===== src/ivd_pkg.sv =====
// package: interrupt vector dispatch constants and types
`default_nettype none
package ivd_pkg;
  localparam int unsigned IVD_NSRC   = 17;
  localparam int unsigned IVD_IDX_W  = 5;
  localparam logic [15:0] IVD_VEC_BASE = 16'h0003;
  localparam int unsigned IVD_VEC_STEP = 8;
  localparam logic [15:0] IVD_VEC_RESET = 16'h0000;
  localparam logic [4:0]  IVD_RESERVED_ORDER = 5'h0d;
  // register offsets
  localparam logic [7:0] IVD_OFS_INT_EN    = 8'ha8;
  localparam logic [7:0] IVD_OFS_INT_PRI   = 8'hb8;
  localparam logic [7:0] IVD_OFS_MORE_PRI1 = 8'hce;
  localparam logic [7:0] IVD_OFS_MORE_PRI2 = 8'hcf;
  localparam logic [7:0] IVD_OFS_MORE_EN1  = 8'he6;
  localparam logic [7:0] IVD_OFS_MORE_EN2  = 8'he7;
  localparam logic [7:0] IVD_OFS_STAT = 8'hf0;
  localparam logic [7:0] IVD_OFS_MASK = 8'hf1;
  localparam logic [7:0] IVD_OFS_CUR  = 8'hf2;
  localparam logic [7:0] IVD_RST_REG  = 8'h00;
  // flag bit positions
  localparam int unsigned IVD_EXT0_PEND = 1;
  localparam int unsigned IVD_TMR0_OVF  = 5;
  localparam int unsigned IVD_EXT1_PEND = 3;
  localparam int unsigned IVD_TMR1_OVF  = 7;
  localparam int unsigned IVD_SPI_LSB   = 4;
  localparam int unsigned IVD_PCA_MATCH_TOP = 6;
  localparam int unsigned IVD_UART_RX  = 0;
  localparam int unsigned IVD_UART_TX  = 1;
  localparam int unsigned IVD_TMR_HI   = 7;
  localparam int unsigned IVD_TMR_LO   = 6;
  localparam int unsigned IVD_SMB_EV   = 0;
  localparam int unsigned IVD_ADC_WIN  = 3;
  localparam int unsigned IVD_ADC_DONE = 5;
  localparam int unsigned IVD_PCA_OVF  = 7;
  localparam int unsigned IVD_CMP_FALL = 4;
  localparam int unsigned IVD_CMP_RISE = 5;
  localparam int unsigned IVD_TS_DONE  = 5;
  localparam int unsigned IVD_TS_ABOVE = 0;
  // host status event bits
  localparam int unsigned IVD_EV_TAKEN = 0;
  localparam int unsigned IVD_EV_HIGH  = 1;
  typedef enum logic [1:0] {IVD_IDLE, IVD_ACK, IVD_RUN} ivd_host_state_e;
endpackage : ivd_pkg
`default_nettype wire


===== src/ivd_if.sv =====
// interface joining the dispatcher and the core side
`default_nettype none
interface ivd_if;
  logic [7:0]  timer_control_reg;
  logic [7:0]  uart_control_reg;
  logic [7:0]  timer2_control_reg;
  logic [7:0]  timer3_control_reg;
  logic [7:0]  spi_control_reg;
  logic [7:0]  smbus_control_reg;
  logic [7:0]  adc_control_reg;
  logic [7:0]  pca_control_reg;
  logic [7:0]  comparator_control_reg;
  logic [7:0]  touch_sense_control_reg;
  logic        port_match;
  logic        sfr_wr;
  logic        sfr_rd;
  logic [7:0]  sfr_addr;
  logic [7:0]  sfr_wdata;
  logic [7:0]  sfr_rdata;
  logic        irq_req;
  logic [15:0] irq_vector;
  logic [4:0]  irq_order;
  logic        irq_high;
  logic        irq_ack;
  logic        ext0_clear;
  logic        tmr0_clear;
  logic        ext1_clear;
  logic        tmr1_clear;
  modport dev (input timer_control_reg, uart_control_reg, timer2_control_reg, timer3_control_reg,
    spi_control_reg, smbus_control_reg, adc_control_reg, pca_control_reg, comparator_control_reg,
    touch_sense_control_reg, port_match, sfr_wr, sfr_rd, sfr_addr, sfr_wdata, irq_ack,
    output sfr_rdata, irq_req, irq_vector, irq_order, irq_high, ext0_clear, tmr0_clear,
    ext1_clear, tmr1_clear);
  modport core (output sfr_wr, sfr_rd, sfr_addr, sfr_wdata, irq_ack,
    input sfr_rdata, irq_req, irq_vector, irq_order, irq_high);
endinterface : ivd_if
`default_nettype wire


===== src/ivd_dispatch.sv =====
// device end: interrupt source table, enables, priorities and vector choice
// Function
// - reset is top vector, never masked
// - ext_irq_0 vector 0x0003, hardware cleared
// - timer 0 overflow 0x000B, hardware cleared
// - ext_irq_1 vector 0x0013, hardware cleared
// - timer 1 overflow 0x001B, hardware cleared
// - uart flags vector 0x0023, software clears
// - timer 2 flags vector 0x002B, software clears
// - any spi flag vectors 0x0033
// - smbus event vector 0x003B, software clears
// - port match vector 0x0043, no flag
// - adc window hit vector 0x004B
// - adc conversion done vector 0x0053
// - counter array flags vector 0x005B
// - comparator edge flags vector 0x0063
// - timer 3 flags vector 0x0073
// - touch-sense done vector 0x007B
// - touch-sense above threshold vector 0x0083
//
// Local design decision: the plain strobed port.
`default_nettype none
module ivd_dispatch
  import ivd_pkg::*;
(
  input  wire logic ref_clk,
  input  wire logic arst_n,
  ivd_if.dev        bus
);
  logic [7:0] interrupt_enable_ff;
  logic [7:0] interrupt_priority_ff;
  logic [7:0] more_irq_enable_1_ff;
  logic [7:0] more_irq_enable_2_ff;
  logic [7:0] more_irq_priority_1_ff;
  logic [7:0] more_irq_priority_2_ff;
  logic [7:0] sfr_rdata_ff;
  logic [IVD_NSRC-1:0] pend;
  logic [IVD_NSRC-1:0] en;
  logic [IVD_NSRC-1:0] pri;
  logic [IVD_NSRC-1:0] req;
  logic        nxt_req;
  logic [4:0]  nxt_order;
  logic        nxt_high;
  logic        irq_req_ff;
  logic [4:0]  irq_order_ff;
  logic        irq_high_ff;
  logic [15:0] irq_vector_ff;

  // vector is base plus eight per order
  function automatic logic [15:0] order_vec(input logic [4:0] ord);
    order_vec = IVD_VEC_BASE + {8'h00, ord, 3'b000};
  endfunction

  // the reserved slot reads as constant zero, so writing its bit is harmless
  function automatic logic [IVD_NSRC-1:0] by_order(
    input logic [7:0] base_byte,
    input logic [7:0] more_1_byte,
    input logic [7:0] more_2_byte
  );
    by_order = {more_2_byte[1:0], more_1_byte[7], 1'b0, more_1_byte[5:0], base_byte[6:0]};
  endfunction

  // source pending flags, indexed by order
  always_comb begin
    pend = '0;
    pend[0] = bus.timer_control_reg[IVD_EXT0_PEND];
    pend[1] = bus.timer_control_reg[IVD_TMR0_OVF];
    pend[2] = bus.timer_control_reg[IVD_EXT1_PEND];
    pend[3] = bus.timer_control_reg[IVD_TMR1_OVF];
    pend[4] = bus.uart_control_reg[IVD_UART_RX] | bus.uart_control_reg[IVD_UART_TX];
    pend[5] = bus.timer2_control_reg[IVD_TMR_HI] | bus.timer2_control_reg[IVD_TMR_LO];
    pend[6] = |bus.spi_control_reg[7:IVD_SPI_LSB];
    pend[7] = bus.smbus_control_reg[IVD_SMB_EV];
    pend[8] = bus.port_match;
    pend[9] = bus.adc_control_reg[IVD_ADC_WIN];
    pend[10] = bus.adc_control_reg[IVD_ADC_DONE];
    pend[11] = bus.pca_control_reg[IVD_PCA_OVF] | (|bus.pca_control_reg[IVD_PCA_MATCH_TOP:0]);
    pend[12] = bus.comparator_control_reg[IVD_CMP_FALL] | bus.comparator_control_reg[IVD_CMP_RISE];
    pend[13] = 1'b0;
    pend[14] = bus.timer3_control_reg[IVD_TMR_HI] | bus.timer3_control_reg[IVD_TMR_LO];
    pend[15] = bus.touch_sense_control_reg[IVD_TS_DONE];
    pend[16] = bus.touch_sense_control_reg[IVD_TS_ABOVE];
  end

  assign en  = by_order(interrupt_enable_ff, more_irq_enable_1_ff, more_irq_enable_2_ff);
  assign pri = by_order(interrupt_priority_ff, more_irq_priority_1_ff, more_irq_priority_2_ff);

  for (genvar g = 0; g < IVD_NSRC; g++) begin : g_req
    assign req[g] = pend[g] & en[g];
  end

  // high level, lowest order wins
  // low pass picks a candidate, high pass may overwrite it
  always_comb begin
    nxt_req   = 1'b0;
    nxt_order = 5'h00;
    nxt_high  = 1'b0;
    for (int i = IVD_NSRC - 1; i >= 0; i--) begin
      if (req[i] && !pri[i] && !(nxt_req && nxt_high)) begin
        nxt_req   = 1'b1;
        nxt_order = 5'(i);
      end
    end
    for (int i = IVD_NSRC - 1; i >= 0; i--) begin
      if (req[i] && pri[i]) begin
        nxt_req   = 1'b1;
        nxt_order = 5'(i);
        nxt_high  = 1'b1;
      end
    end
  end

  // registered request toward the core
  // registered so vector, order and level always change together
  always_ff @(posedge ref_clk or negedge arst_n) begin
    if (!arst_n) begin
      irq_req_ff    <= 1'b0;
      irq_order_ff  <= 5'h00;
      irq_high_ff   <= 1'b0;
      irq_vector_ff <= IVD_VEC_RESET;
    end else begin
      irq_req_ff    <= nxt_req;
      irq_order_ff  <= nxt_order;
      irq_high_ff   <= nxt_high;
      irq_vector_ff <= nxt_req ? order_vec(nxt_order) : IVD_VEC_RESET;
    end
  end

  // register writes
  // addresses outside this table are dropped here; the core end's own never reach this port
  always_ff @(posedge ref_clk or negedge arst_n) begin
    if (!arst_n) begin
      interrupt_enable_ff    <= IVD_RST_REG;
      interrupt_priority_ff  <= IVD_RST_REG;
      more_irq_enable_1_ff   <= IVD_RST_REG;
      more_irq_enable_2_ff   <= IVD_RST_REG;
      more_irq_priority_1_ff <= IVD_RST_REG;
      more_irq_priority_2_ff <= IVD_RST_REG;
    end else if (bus.sfr_wr) begin
      case (bus.sfr_addr)
        IVD_OFS_INT_EN:    interrupt_enable_ff    <= bus.sfr_wdata;
        IVD_OFS_INT_PRI:   interrupt_priority_ff  <= bus.sfr_wdata;
        IVD_OFS_MORE_EN1:  more_irq_enable_1_ff   <= bus.sfr_wdata;
        IVD_OFS_MORE_EN2:  more_irq_enable_2_ff   <= bus.sfr_wdata;
        IVD_OFS_MORE_PRI1: more_irq_priority_1_ff <= bus.sfr_wdata;
        IVD_OFS_MORE_PRI2: more_irq_priority_2_ff <= bus.sfr_wdata;
        default: ;
      endcase
    end
  end

  // read data one cycle after the strobe, unmapped reads zero
  always_ff @(posedge ref_clk or negedge arst_n) begin
    if (!arst_n) begin
      sfr_rdata_ff <= 8'h00;
    end else if (bus.sfr_rd) begin
      case (bus.sfr_addr)
        IVD_OFS_INT_EN:    sfr_rdata_ff <= interrupt_enable_ff;
        IVD_OFS_INT_PRI:   sfr_rdata_ff <= interrupt_priority_ff;
        IVD_OFS_MORE_EN1:  sfr_rdata_ff <= more_irq_enable_1_ff;
        IVD_OFS_MORE_EN2:  sfr_rdata_ff <= more_irq_enable_2_ff;
        IVD_OFS_MORE_PRI1: sfr_rdata_ff <= more_irq_priority_1_ff;
        IVD_OFS_MORE_PRI2: sfr_rdata_ff <= more_irq_priority_2_ff;
        default:           sfr_rdata_ff <= 8'h00;
      endcase
    end else begin
      sfr_rdata_ff <= 8'h00;
    end
  end

  assign bus.sfr_rdata  = sfr_rdata_ff;
  assign bus.irq_req    = irq_req_ff;
  assign bus.irq_vector = irq_vector_ff;
  assign bus.irq_order  = irq_order_ff;
  assign bus.irq_high   = irq_high_ff;

  // hardware clears only the four timer-control flags on vectoring
  // ext0 cleared on ack
  assign bus.ext0_clear = bus.irq_ack && irq_req_ff && irq_order_ff == 5'd0;
  assign bus.tmr0_clear = bus.irq_ack && irq_req_ff && irq_order_ff == 5'd1;
  assign bus.ext1_clear = bus.irq_ack && irq_req_ff && irq_order_ff == 5'd2;
  assign bus.tmr1_clear = bus.irq_ack && irq_req_ff && irq_order_ff == 5'd3;
endmodule // ivd_dispatch
`default_nettype wire


===== src/flat_wrapper.sv =====
// flat-port wrapper written by rule: the top's interface ports become plain ports
module ivd_dispatch_flat import ivd_pkg::*;
  (ref_clk, arst_n, bus_timer_control_reg, bus_uart_control_reg, bus_timer2_control_reg, bus_timer3_control_reg, bus_spi_control_reg, bus_smbus_control_reg, bus_adc_control_reg, bus_pca_control_reg, bus_comparator_control_reg, bus_touch_sense_control_reg, bus_port_match, bus_sfr_wr, bus_sfr_rd, bus_sfr_addr, bus_sfr_wdata, bus_irq_ack, bus_sfr_rdata, bus_irq_req, bus_irq_vector, bus_irq_order, bus_irq_high, bus_ext0_clear, bus_tmr0_clear, bus_ext1_clear, bus_tmr1_clear);
  ivd_if bus_i ();
  input  wire logic ref_clk;
  input  wire logic arst_n;
  input wire logic [$bits(bus_i.timer_control_reg)-1:0] bus_timer_control_reg;
  input wire logic [$bits(bus_i.uart_control_reg)-1:0] bus_uart_control_reg;
  input wire logic [$bits(bus_i.timer2_control_reg)-1:0] bus_timer2_control_reg;
  input wire logic [$bits(bus_i.timer3_control_reg)-1:0] bus_timer3_control_reg;
  input wire logic [$bits(bus_i.spi_control_reg)-1:0] bus_spi_control_reg;
  input wire logic [$bits(bus_i.smbus_control_reg)-1:0] bus_smbus_control_reg;
  input wire logic [$bits(bus_i.adc_control_reg)-1:0] bus_adc_control_reg;
  input wire logic [$bits(bus_i.pca_control_reg)-1:0] bus_pca_control_reg;
  input wire logic [$bits(bus_i.comparator_control_reg)-1:0] bus_comparator_control_reg;
  input wire logic [$bits(bus_i.touch_sense_control_reg)-1:0] bus_touch_sense_control_reg;
  input wire logic [$bits(bus_i.port_match)-1:0] bus_port_match;
  input wire logic [$bits(bus_i.sfr_wr)-1:0] bus_sfr_wr;
  input wire logic [$bits(bus_i.sfr_rd)-1:0] bus_sfr_rd;
  input wire logic [$bits(bus_i.sfr_addr)-1:0] bus_sfr_addr;
  input wire logic [$bits(bus_i.sfr_wdata)-1:0] bus_sfr_wdata;
  input wire logic [$bits(bus_i.irq_ack)-1:0] bus_irq_ack;
  output wire logic [$bits(bus_i.sfr_rdata)-1:0] bus_sfr_rdata;
  output wire logic [$bits(bus_i.irq_req)-1:0] bus_irq_req;
  output wire logic [$bits(bus_i.irq_vector)-1:0] bus_irq_vector;
  output wire logic [$bits(bus_i.irq_order)-1:0] bus_irq_order;
  output wire logic [$bits(bus_i.irq_high)-1:0] bus_irq_high;
  output wire logic [$bits(bus_i.ext0_clear)-1:0] bus_ext0_clear;
  output wire logic [$bits(bus_i.tmr0_clear)-1:0] bus_tmr0_clear;
  output wire logic [$bits(bus_i.ext1_clear)-1:0] bus_ext1_clear;
  output wire logic [$bits(bus_i.tmr1_clear)-1:0] bus_tmr1_clear;
  assign bus_i.timer_control_reg = bus_timer_control_reg;
  assign bus_i.uart_control_reg = bus_uart_control_reg;
  assign bus_i.timer2_control_reg = bus_timer2_control_reg;
  assign bus_i.timer3_control_reg = bus_timer3_control_reg;
  assign bus_i.spi_control_reg = bus_spi_control_reg;
  assign bus_i.smbus_control_reg = bus_smbus_control_reg;
  assign bus_i.adc_control_reg = bus_adc_control_reg;
  assign bus_i.pca_control_reg = bus_pca_control_reg;
  assign bus_i.comparator_control_reg = bus_comparator_control_reg;
  assign bus_i.touch_sense_control_reg = bus_touch_sense_control_reg;
  assign bus_i.port_match = bus_port_match;
  assign bus_i.sfr_wr = bus_sfr_wr;
  assign bus_i.sfr_rd = bus_sfr_rd;
  assign bus_i.sfr_addr = bus_sfr_addr;
  assign bus_i.sfr_wdata = bus_sfr_wdata;
  assign bus_i.irq_ack = bus_irq_ack;
  assign bus_sfr_rdata = bus_i.sfr_rdata;
  assign bus_irq_req = bus_i.irq_req;
  assign bus_irq_vector = bus_i.irq_vector;
  assign bus_irq_order = bus_i.irq_order;
  assign bus_irq_high = bus_i.irq_high;
  assign bus_ext0_clear = bus_i.ext0_clear;
  assign bus_tmr0_clear = bus_i.tmr0_clear;
  assign bus_ext1_clear = bus_i.ext1_clear;
  assign bus_tmr1_clear = bus_i.tmr1_clear;
  ivd_dispatch u_core (.ref_clk(ref_clk), .arst_n(arst_n), .bus(bus_i));
endmodule

===== config.mk =====
export PLATFORM = sky130hd
export DESIGN_NAME = ivd_dispatch_flat
export DESIGN_NICKNAME = d
export VERILOG_FILES = /design/src/ivd_pkg.sv /design/src/ivd_if.sv /design/src/ivd_dispatch.sv /design/src/flat_wrapper.sv
export SDC_FILE = /design/constraint.sdc
export NUM_CORES = 1
export LEC_CHECK = 0
export ABC_AREA = 1
export ABC_CLOCK_PERIOD_IN_PS = 2600
export BUFFER_PORTS_ARGS = -buffer_cell sky130_fd_sc_hd__clkbuf_2
export CAP_MARGIN = 40
export CELL_PAD_IN_SITES_DETAIL_PLACEMENT = 1
export CELL_PAD_IN_SITES_GLOBAL_PLACEMENT = 2
export CORE_MARGIN = 2
export CORE_UTILIZATION = 27
export CTS_BUF_LIST = sky130_fd_sc_hd__clkbuf_4 sky130_fd_sc_hd__clkbuf_8 sky130_fd_sc_hd__clkbuf_16
export CTS_CLUSTER_DIAMETER = 50
export CTS_CLUSTER_SIZE = 28
export DETAILED_ROUTE_END_ITERATION = 7
export GPL_TIMING_DRIVEN = 0
export PLACE_DENSITY = 0.86
export SLEW_MARGIN = 0
export SYNTH_ARGS = -nofsm -noshare
export SYNTH_HDL_FRONTEND = slang
export SYNTH_SLANG_ARGS = --single-unit

===== constraint.sdc =====
create_clock -name ref_clk -period 2.6 [get_ports ref_clk]
set_input_delay 0.39 -clock ref_clk [delete_from_list [all_inputs] [get_ports ref_clk]]
set_output_delay 0.39 -clock ref_clk [all_outputs]
set_load 0.02 [all_outputs]

* Word-level counts from Yosys, hierarchy flattened
Index checks and enable logic that the tools add are counted.
** Storage, ports and cells
- Bits in registers :: 79
- Bits in latches :: 0
- Bits in writable memories :: 0
- Memory bits (read-only) :: 0
- Input port bits :: 102
- Memories :: 0
** Operators by class
- $add $sub $neg :: 1
- Multipliers :: 0
- Div/mod/pow operators :: 0
- Magnitude comparators :: 0
- Equal/unequal tests :: 9
- Shift-type cells :: 0
- Mux-type cells :: 83
- Bitwise operators :: 21
- Reductions and logical operators :: 62
** Operator list (count)
- two-way mux 5 bit :: 32
- equality test 8 bit, second input constant :: 6
- two-way mux 1 bit :: 48
- one-hot mux 8 bit (6 select lines) :: 1
- logical AND 1 bit :: 37
- AND 1 bit :: 16
- zero test 1 bit :: 16
- two-way mux 16 bit :: 1
- AND reduction 2 bit :: 6
- equality test 5 x 2 -> 1 bit, second input constant :: 2
- adder 2 x 8 -> 9 bit, first input constant :: 1
- two-way mux 8 bit :: 1
- OR reduction 7 bit :: 1
- equality test 5 x 1 -> 1 bit, second input constant :: 1
- zero test 5 bit :: 1
- OR 1 bit :: 5
- OR reduction 4 bit :: 1

* Longest topological paths before layout
- Depth after elaboration :: 36
- Mapped depth :: 28

* Worst setup path after synthesis
No wires, ideal clock.
- Path kind :: input to register
- From :: input port bus_pca_control_reg[4]
- To :: register u_core.irq_order_ff[0], in the netlist u_core.bus.irq_order[0]
- Setup time :: 0.126 ns
- Arrival :: 1.688 ns
- Required time :: 2.474 ns
- Setup slack :: 0.786 ns
- Cell stages on the path :: 28
- Buffers on the path :: 0
- Cells stage by stage :: inv_1 nand2_1 nor2_1 nand2_1 nand3_2 nand2_1 nand2_1 nand2_1 nand2_1 nand2_1 nand2_1 nand2_1 nand2_1 nand2_1 nand2_1 nand2_1 nand2_1 nand2_1 nand2_1 nand2_1 nand2_1 nand2_1 nand2_1 nand2_1 nand2_1 nand2_1 nand2_1 a21oi_1
** Between the ends
- Word-level cells in the longest chain between the ends :: 32
- Elaborated cells between the ends (all ways) :: 33
- Those cells by class :: mux (28); bitwise (2); reduce/logical (3)
** RTL lines
- from (decl) :: line flat_wrapper.sv:14 : input wire logic [$bits(bus_i.pca_control_reg)-1:0] bus_pca_control_reg;
- OR reduction 7 bit * :: line ivd_dispatch.sv:77 : pend[11] = bus.pca_control_reg[IVD_PCA_OVF] | (|bus.pca_control_reg[IVD_PCA_MATCH_TOP:0]);
- OR 1 bit * :: line ivd_dispatch.sv:77
- AND 1 bit * :: line ivd_dispatch.sv:89 : assign req[g] = pend[g] & en[g];
- logical AND 1 bit :: line ivd_dispatch.sv:99 : if (req[i] && !pri[i] && !(nxt_req && nxt_high)) begin
- two-way mux 5 bit (12 in series) :: line ivd_dispatch.sv:99
- two-way mux 5 bit (4 in series) :: line ivd_dispatch.sv:105 : if (req[i] && pri[i]) begin
- two-way mux 5 bit * (12 in series) :: line ivd_dispatch.sv:105
- named net u_core.nxt_order[0] :: line ivd_dispatch.sv:42 : logic [4:0] nxt_order;
- to (signal assigned) :: line ivd_dispatch.sv:123 : irq_order_ff <= nxt_order;
- to (decl) :: line ivd_dispatch.sv:45 : logic [4:0] irq_order_ff;
Mark *: on every way through the listed nets, which the timed path passes. The rest lies on a longest branch.
A chain may end at the register's enable or synchronous reset.

* Final worst setup path
- From :: register u_core.more_irq_priority_2_ff[0]
- To :: register u_core.irq_order_ff[0], in the netlist u_core.bus.irq_order[0]
** Between the ends
- Word-level cells in the longest chain between the ends :: 33
- Elaborated cells between the ends (all ways) :: 34
- Those cells by class :: mux (31); reduce/logical (3)
** RTL lines
- from (decl) :: line ivd_dispatch.sv:35 : logic [7:0] more_irq_priority_2_ff;
- from (signal assigned) :: line ivd_dispatch.sv:146 : IVD_OFS_MORE_PRI2: more_irq_priority_2_ff <= bus.sfr_wdata;
- zero test 1 bit :: line ivd_dispatch.sv:99
- logical AND 1 bit :: line ivd_dispatch.sv:99
- two-way mux 5 bit (15 in series) :: line ivd_dispatch.sv:99
- two-way mux 5 bit :: line ivd_dispatch.sv:105
- two-way mux 5 bit * (15 in series) :: line ivd_dispatch.sv:105
- named net u_core.nxt_order[0] :: line ivd_dispatch.sv:42
Marked as above.

==> metrics.txt <==
# TYPE chip_impl_metric gauge
chip_impl_metric{name="design.core.area",unit="mm^2"} 0.0133
chip_impl_metric{name="synth_adder_area_share",unit="%"} 0
chip_impl_metric{name="mappedNetlistArea",unit="mm^2"} 0.00369
chip_impl_metric{name="port_buffers",unit=""} 76
chip_impl_metric{name="dp_hpwl",unit="mm"} 9.41
chip_impl_metric{name="nFillCells",unit=""} 1667
chip_impl_metric{name="final_cell_area",unit="mm^2"} 0.00466
chip_impl_metric{name="fp.dieW",unit="um"} 121
chip_impl_metric{name="area_fraction_in_and_or_nand_and_nor_cells_after_synthesis",unit="%"} 25.7
chip_impl_metric{name="hold_viol",unit=""} 0
chip_impl_metric{name="cts.reportedPaths.clkPinSlew",unit="ps"} 50
chip_impl_info{name="worstHoldPathType",value="in2reg"} 1
chip_impl_info{name="critPathSlowestCell",value="dfrtp_1"} 1
chip_impl_metric{name="final_antenna_net_count",unit=""} 0
chip_impl_metric{name="final_max_slew_viol_count",unit=""} 0
chip_impl_metric{name="num_antenna_cells",unit=""} 0
chip_impl_metric{name="tritoncts_num_sinks",unit=""} 68
chip_impl_metric{name="wl_per_cell",unit="um"} 15.9
chip_impl_metric{name="power_switching_share",unit="%"} 26.9
chip_impl_metric{name="layout-drive-gt1-share",unit="%"} 24.5
chip_impl_info{name="grt_setup_unrepaired",value="false"} 1
chip_impl_metric{name="h-tree-depth",unit=""} 3
chip_impl_metric{name="finalSetupViolCount",unit=""} 0
chip_impl_metric{name="synth_compound_area_share",unit="%"} 13.6
chip_impl_metric{name="critical_path.max_stage_delay",unit="ps"} 400
chip_impl_metric{name="synthesis.area_per_instance",unit="um^2"} 7.70
chip_impl_metric{name="post_synth_num_cell_types",unit=""} 34
chip_impl_metric{name="critical_path_buf_inv_count",unit=""} 0
chip_impl_info{name="critical_path.most_common_cell",value="nand2_1"} 1
chip_impl_metric{name="avgViaCountPerCell",unit=""} 4.66
chip_impl_info{name="run_status",value="completed"} 1
chip_impl_info{name="clock-root-buffer",value="clkbuf_16"} 1
chip_impl_metric{name="maximum_number_of_pins_on_one_net_before_global_route_repair",unit=""} 59
chip_impl_metric{name="synth_seq_area_share",unit="%"} 46.1
chip_impl_metric{name="crit_path_max_fanout",unit=""} 3
chip_impl_info{name="worst_setup_path_start_kind",value="flip-flop"} 1
chip_impl_metric{name="fmax",unit="GHz"} 0.464
chip_impl_metric{name="fin_crit_sh",unit="%"} 82.9
chip_impl_metric{name="ys_ff_latch",unit=""} 68
chip_impl_metric{name="numCtsBuffers",unit=""} 9
chip_impl_metric{name="design.final.nets",unit=""} 678
chip_impl_metric{name="synth.yosys.warnings",unit=""} 0
chip_impl_metric{name="fin_tns_setup",unit="ps"} 0
chip_impl_metric{name="post-cts-setup-buffer-count",unit=""} 0
chip_impl_metric{name="p_per_area",unit="mW/mm^2"} 611
chip_impl_metric{name="grt_pass1_vias",unit=""} 3741
chip_impl_metric{name="postRouteWirelength",unit="mm"} 12.0
chip_impl_metric{name="via_count",unit=""} 3523
chip_impl_metric{name="last_weighted_congestion_value_of_the_routability_driven_placer",unit=""} 0.794
chip_impl_metric{name="comb_power_share",unit="%"} 15.9
chip_impl_metric{name="fin_skew",unit="ps"} 8.37
chip_impl_metric{name="detail_route.iter0.violations",unit=""} 196
chip_impl_metric{name="antenna_found_initial",unit=""} 0
chip_impl_metric{name="areaGrowthSynthToFinish",unit="%"} 26.2
chip_impl_info{name="worst_path_dominant_cell_family",value="simple AND/OR/NAND/NOR gates"} 1
chip_impl_metric{name="grt_pass1_wl",unit="mm"} 19.3
chip_impl_metric{name="muxShareOfSynthArea",unit="%"} 0
chip_impl_info{name="synth_area_leaders",value="dfrtp_1, nand2_1, inv_1"} 1
chip_impl_metric{name="clkLatencyLatePin",unit="ps"} 330
chip_impl_metric{name="irDropWorstVdd",unit="mV"} 0.305
chip_impl_metric{name="max_cap_viols",unit=""} 0
chip_impl_metric{name="wp_data_arrival",unit="ps"} 2410
chip_impl_info{name="synth_top_family_by_area",value="simple AND/OR/NAND/NOR gates"} 1
chip_impl_metric{name="final.min_clock_period",unit="ps"} 2160
chip_impl_metric{name="drc_errors",unit=""} 0
chip_impl_metric{name="synthXorXnorAreaFrac",unit="%"} 0
chip_impl_metric{name="number_of_standard_cell_rows_in_the_floorplan",unit=""} 42
chip_impl_info{name="setup.worst_path.class",value="reg2reg"} 1
chip_impl_metric{name="cellInternalPower",unit="W"} 0.00208
chip_impl_info{name="tritoncts",value="done"} 1
chip_impl_metric{name="area_after_dpl",unit="mm^2"} 0.00435
chip_impl_metric{name="timing_worst_slew_pin_value",unit="ps"} 786
chip_impl_metric{name="initial_core_util",unit="%"} 27.7
chip_impl_metric{name="clockPowerShare",unit="%"} 43.4
chip_impl_metric{name="power.static_leakage",unit="nW"} 2.43
chip_impl_metric{name="cts_repair_resize_count",unit=""} 0
chip_impl_metric{name="clockBufferDepth",unit=""} 2
chip_impl_metric{name="synthesis.instances",unit=""} 479
chip_impl_metric{name="overflow",unit=""} 0
chip_impl_metric{name="die_area",unit="mm^2"} 0.0146
chip_impl_metric{name="design.portCount",unit=""} 137
chip_impl_metric{name="drt_pre_antenna_iters",unit=""} 4
chip_impl_info{name="synth_top_area_cell",value="dfrtp_1"} 1
chip_impl_info{name="timing.critical_path.to_type",value="flip-flop"} 1
chip_impl_metric{name="power_switching",unit="W"} 0.000766
chip_impl_metric{name="grt_usage",unit="%"} 17.3
chip_impl_metric{name="post-synth-top-area-fraction",unit="%"} 46.1
chip_impl_metric{name="relative_slew_margins",unit="%"} 46.2
chip_impl_metric{name="die_height",unit="um"} 121
chip_impl_metric{name="crit_required",unit="ps"} 2850
chip_impl_metric{name="seqPwrFrac",unit="%"} 40.7
==> state kept, by name (all words and copies together) (netlist names) <==
register and count:
u_core.more_irq_priority_1_ff 8, u_core.interrupt_priority_ff 8, u_core.more_irq_enable_2_ff 8, u_core.bus.irq_order 5
u_core.more_irq_priority_2_ff 8, u_core.bus.irq_high 1, u_core.bus.irq_vector 6, u_core.interrupt_enable_ff 8
u_core.more_irq_enable_1_ff 8, u_core.bus.sfr_rdata 8
==> cells in the mapped netlist, drive strengths merged <==
master	count
buf	14
o22ai	18
inv	87
bufinv	5
conb	1
nand4	4
a31oi	1
a22o	1
a21oi	9
a41oi	1
nor3	21
dfrtp	68
a2111oi	5
clkinv	2
nor3b	1
clkbuf	3
a211oi	2
nand3	22
o31ai	1
o21ai	51
nand2	117
nor2	38
nor4	7
==> worst paths after layout <==
check / depth (start not counted) / slack [ps] / end / startpoint
setup / recovery: 25 / 440 / u_core.bus.irq_order[0]$_DFF_PN0_ / u_core.more_irq_priority_2_ff[0]$_DFFE_PN0P_
hold / removal: 3 / 360 / u_core.interrupt_enable_ff[2]$_DFFE_PN0P_ / bus_sfr_wdata[2]
setup reg to reg: 25 / 440 / u_core.bus.irq_order[0]$_DFF_PN0_ / u_core.more_irq_priority_2_ff[0]$_DFFE_PN0P_
hold reg to reg: 2 / 490 / u_core.more_irq_priority_2_ff[4]$_DFFE_PN0P_ / u_core.more_irq_priority_2_ff[4]$_DFFE_PN0P_
max in group asynchronous: 3 / 1600 / u_core.more_irq_enable_1_ff[7]$_DFFE_PN0P_ / arst_n
min in group asynchronous: 2 / 460 / u_core.bus.irq_order[1]$_DFF_PN0_ / arst_n
==> cell usage in the layout, fill, tap and decap left out, types with 4 or more instances in the layout <==
cell type / n
nand4_1: 4
nand2_1: 114
nand3_1: 19
inv_2: 16
nor4_1: 6
dfrtp_1: 68
buf_4: 11
clkbuf_2: 75
o22ai_1: 18
bufinv_8: 5
inv_1: 71
o21ai_1: 51
clkbuf_16: 9
nor2_1: 35
a21oi_1: 9
nor3_1: 17
clkbuf_4: 4
conb_1: 9
a2111oi_0: 5
==> power by group through the flow <==
| stage | Combinational [W] | Sequential (W) | Clock (W) |
|---|---|---|---|
| after floorplan | 0.000271 | 0.00118 | 0 |
| after global placement | 0.000431 | 0.00117 | 0 |
| after detailed placement | 0.000451 | 0.00118 | 0 |
| after CTS | 0.000456 | 0.00116 | 0.00126 |
| after global routing | 0.000511 | 0.00116 | 0.00131 |
| final | 0.000451 | 0.00116 | 0.00124 |
==> cell type report <==
type	count	area, um^2	area share [%]
buffer	17	109	2.34
clock buffer	13	262	5.62
clock inverter	2	35.0	0.752
inverter	94	423	9.08
multi-input combinational	308	1490	31.9
sequential	68	1700	36.5
tap	176	220	4.73
timing repair buffer	78	420	9.03
==> metal layers <==
layer  track usage [%]  part of all wire [%]
met4              4.80                   1.7
met3              4.09                   7.2
met2              29.5                    49
met1              21.9                    42
met5                 0                     0
==> cell families (layout without fill, tap and decap cells) <==
logic type             count (synthesis)  count (layout)
DFF                                   68              68
buffers and inverters                111             204
other                                  1               9
and+or+nand+nor                      210             210
AOI/OAI and AO/OA                     89              89
==> tightest hold or removal path: cells and delay by family <==
family	cells	cell delay [ps]
compound gates	1	50
simple gates	1	70
buf+inv	1	130
==> per-stage QoR <==
step | hold slack (ps) | worst slack (ps) | utilization, % | total power, W | instances
final | 359 | 444 | 35.0 | 0.00284 | 756
after global routing | 367 | 81.3 | 35.0 | 0.00299 | 756
after CTS | 348 | 431 | 35.0 | 0.00287 | 756
after detailed placement | 273 | 117 | 32.7 | 0.00163 | 740
after global placement | 471 | 127 | 32.5 | 0.00160 | 739
after floorplan | 94.4 | 786 | - | 0.00145 | 487
==> what timing repair did <==
item / 4_1_cts / 5_1_grt
hold endpoints to repair: 10 / 0
endpoints found under the setup margin: 0 / 0
hold buffers: 1 / 0
(Power assumes the default switching activity.)
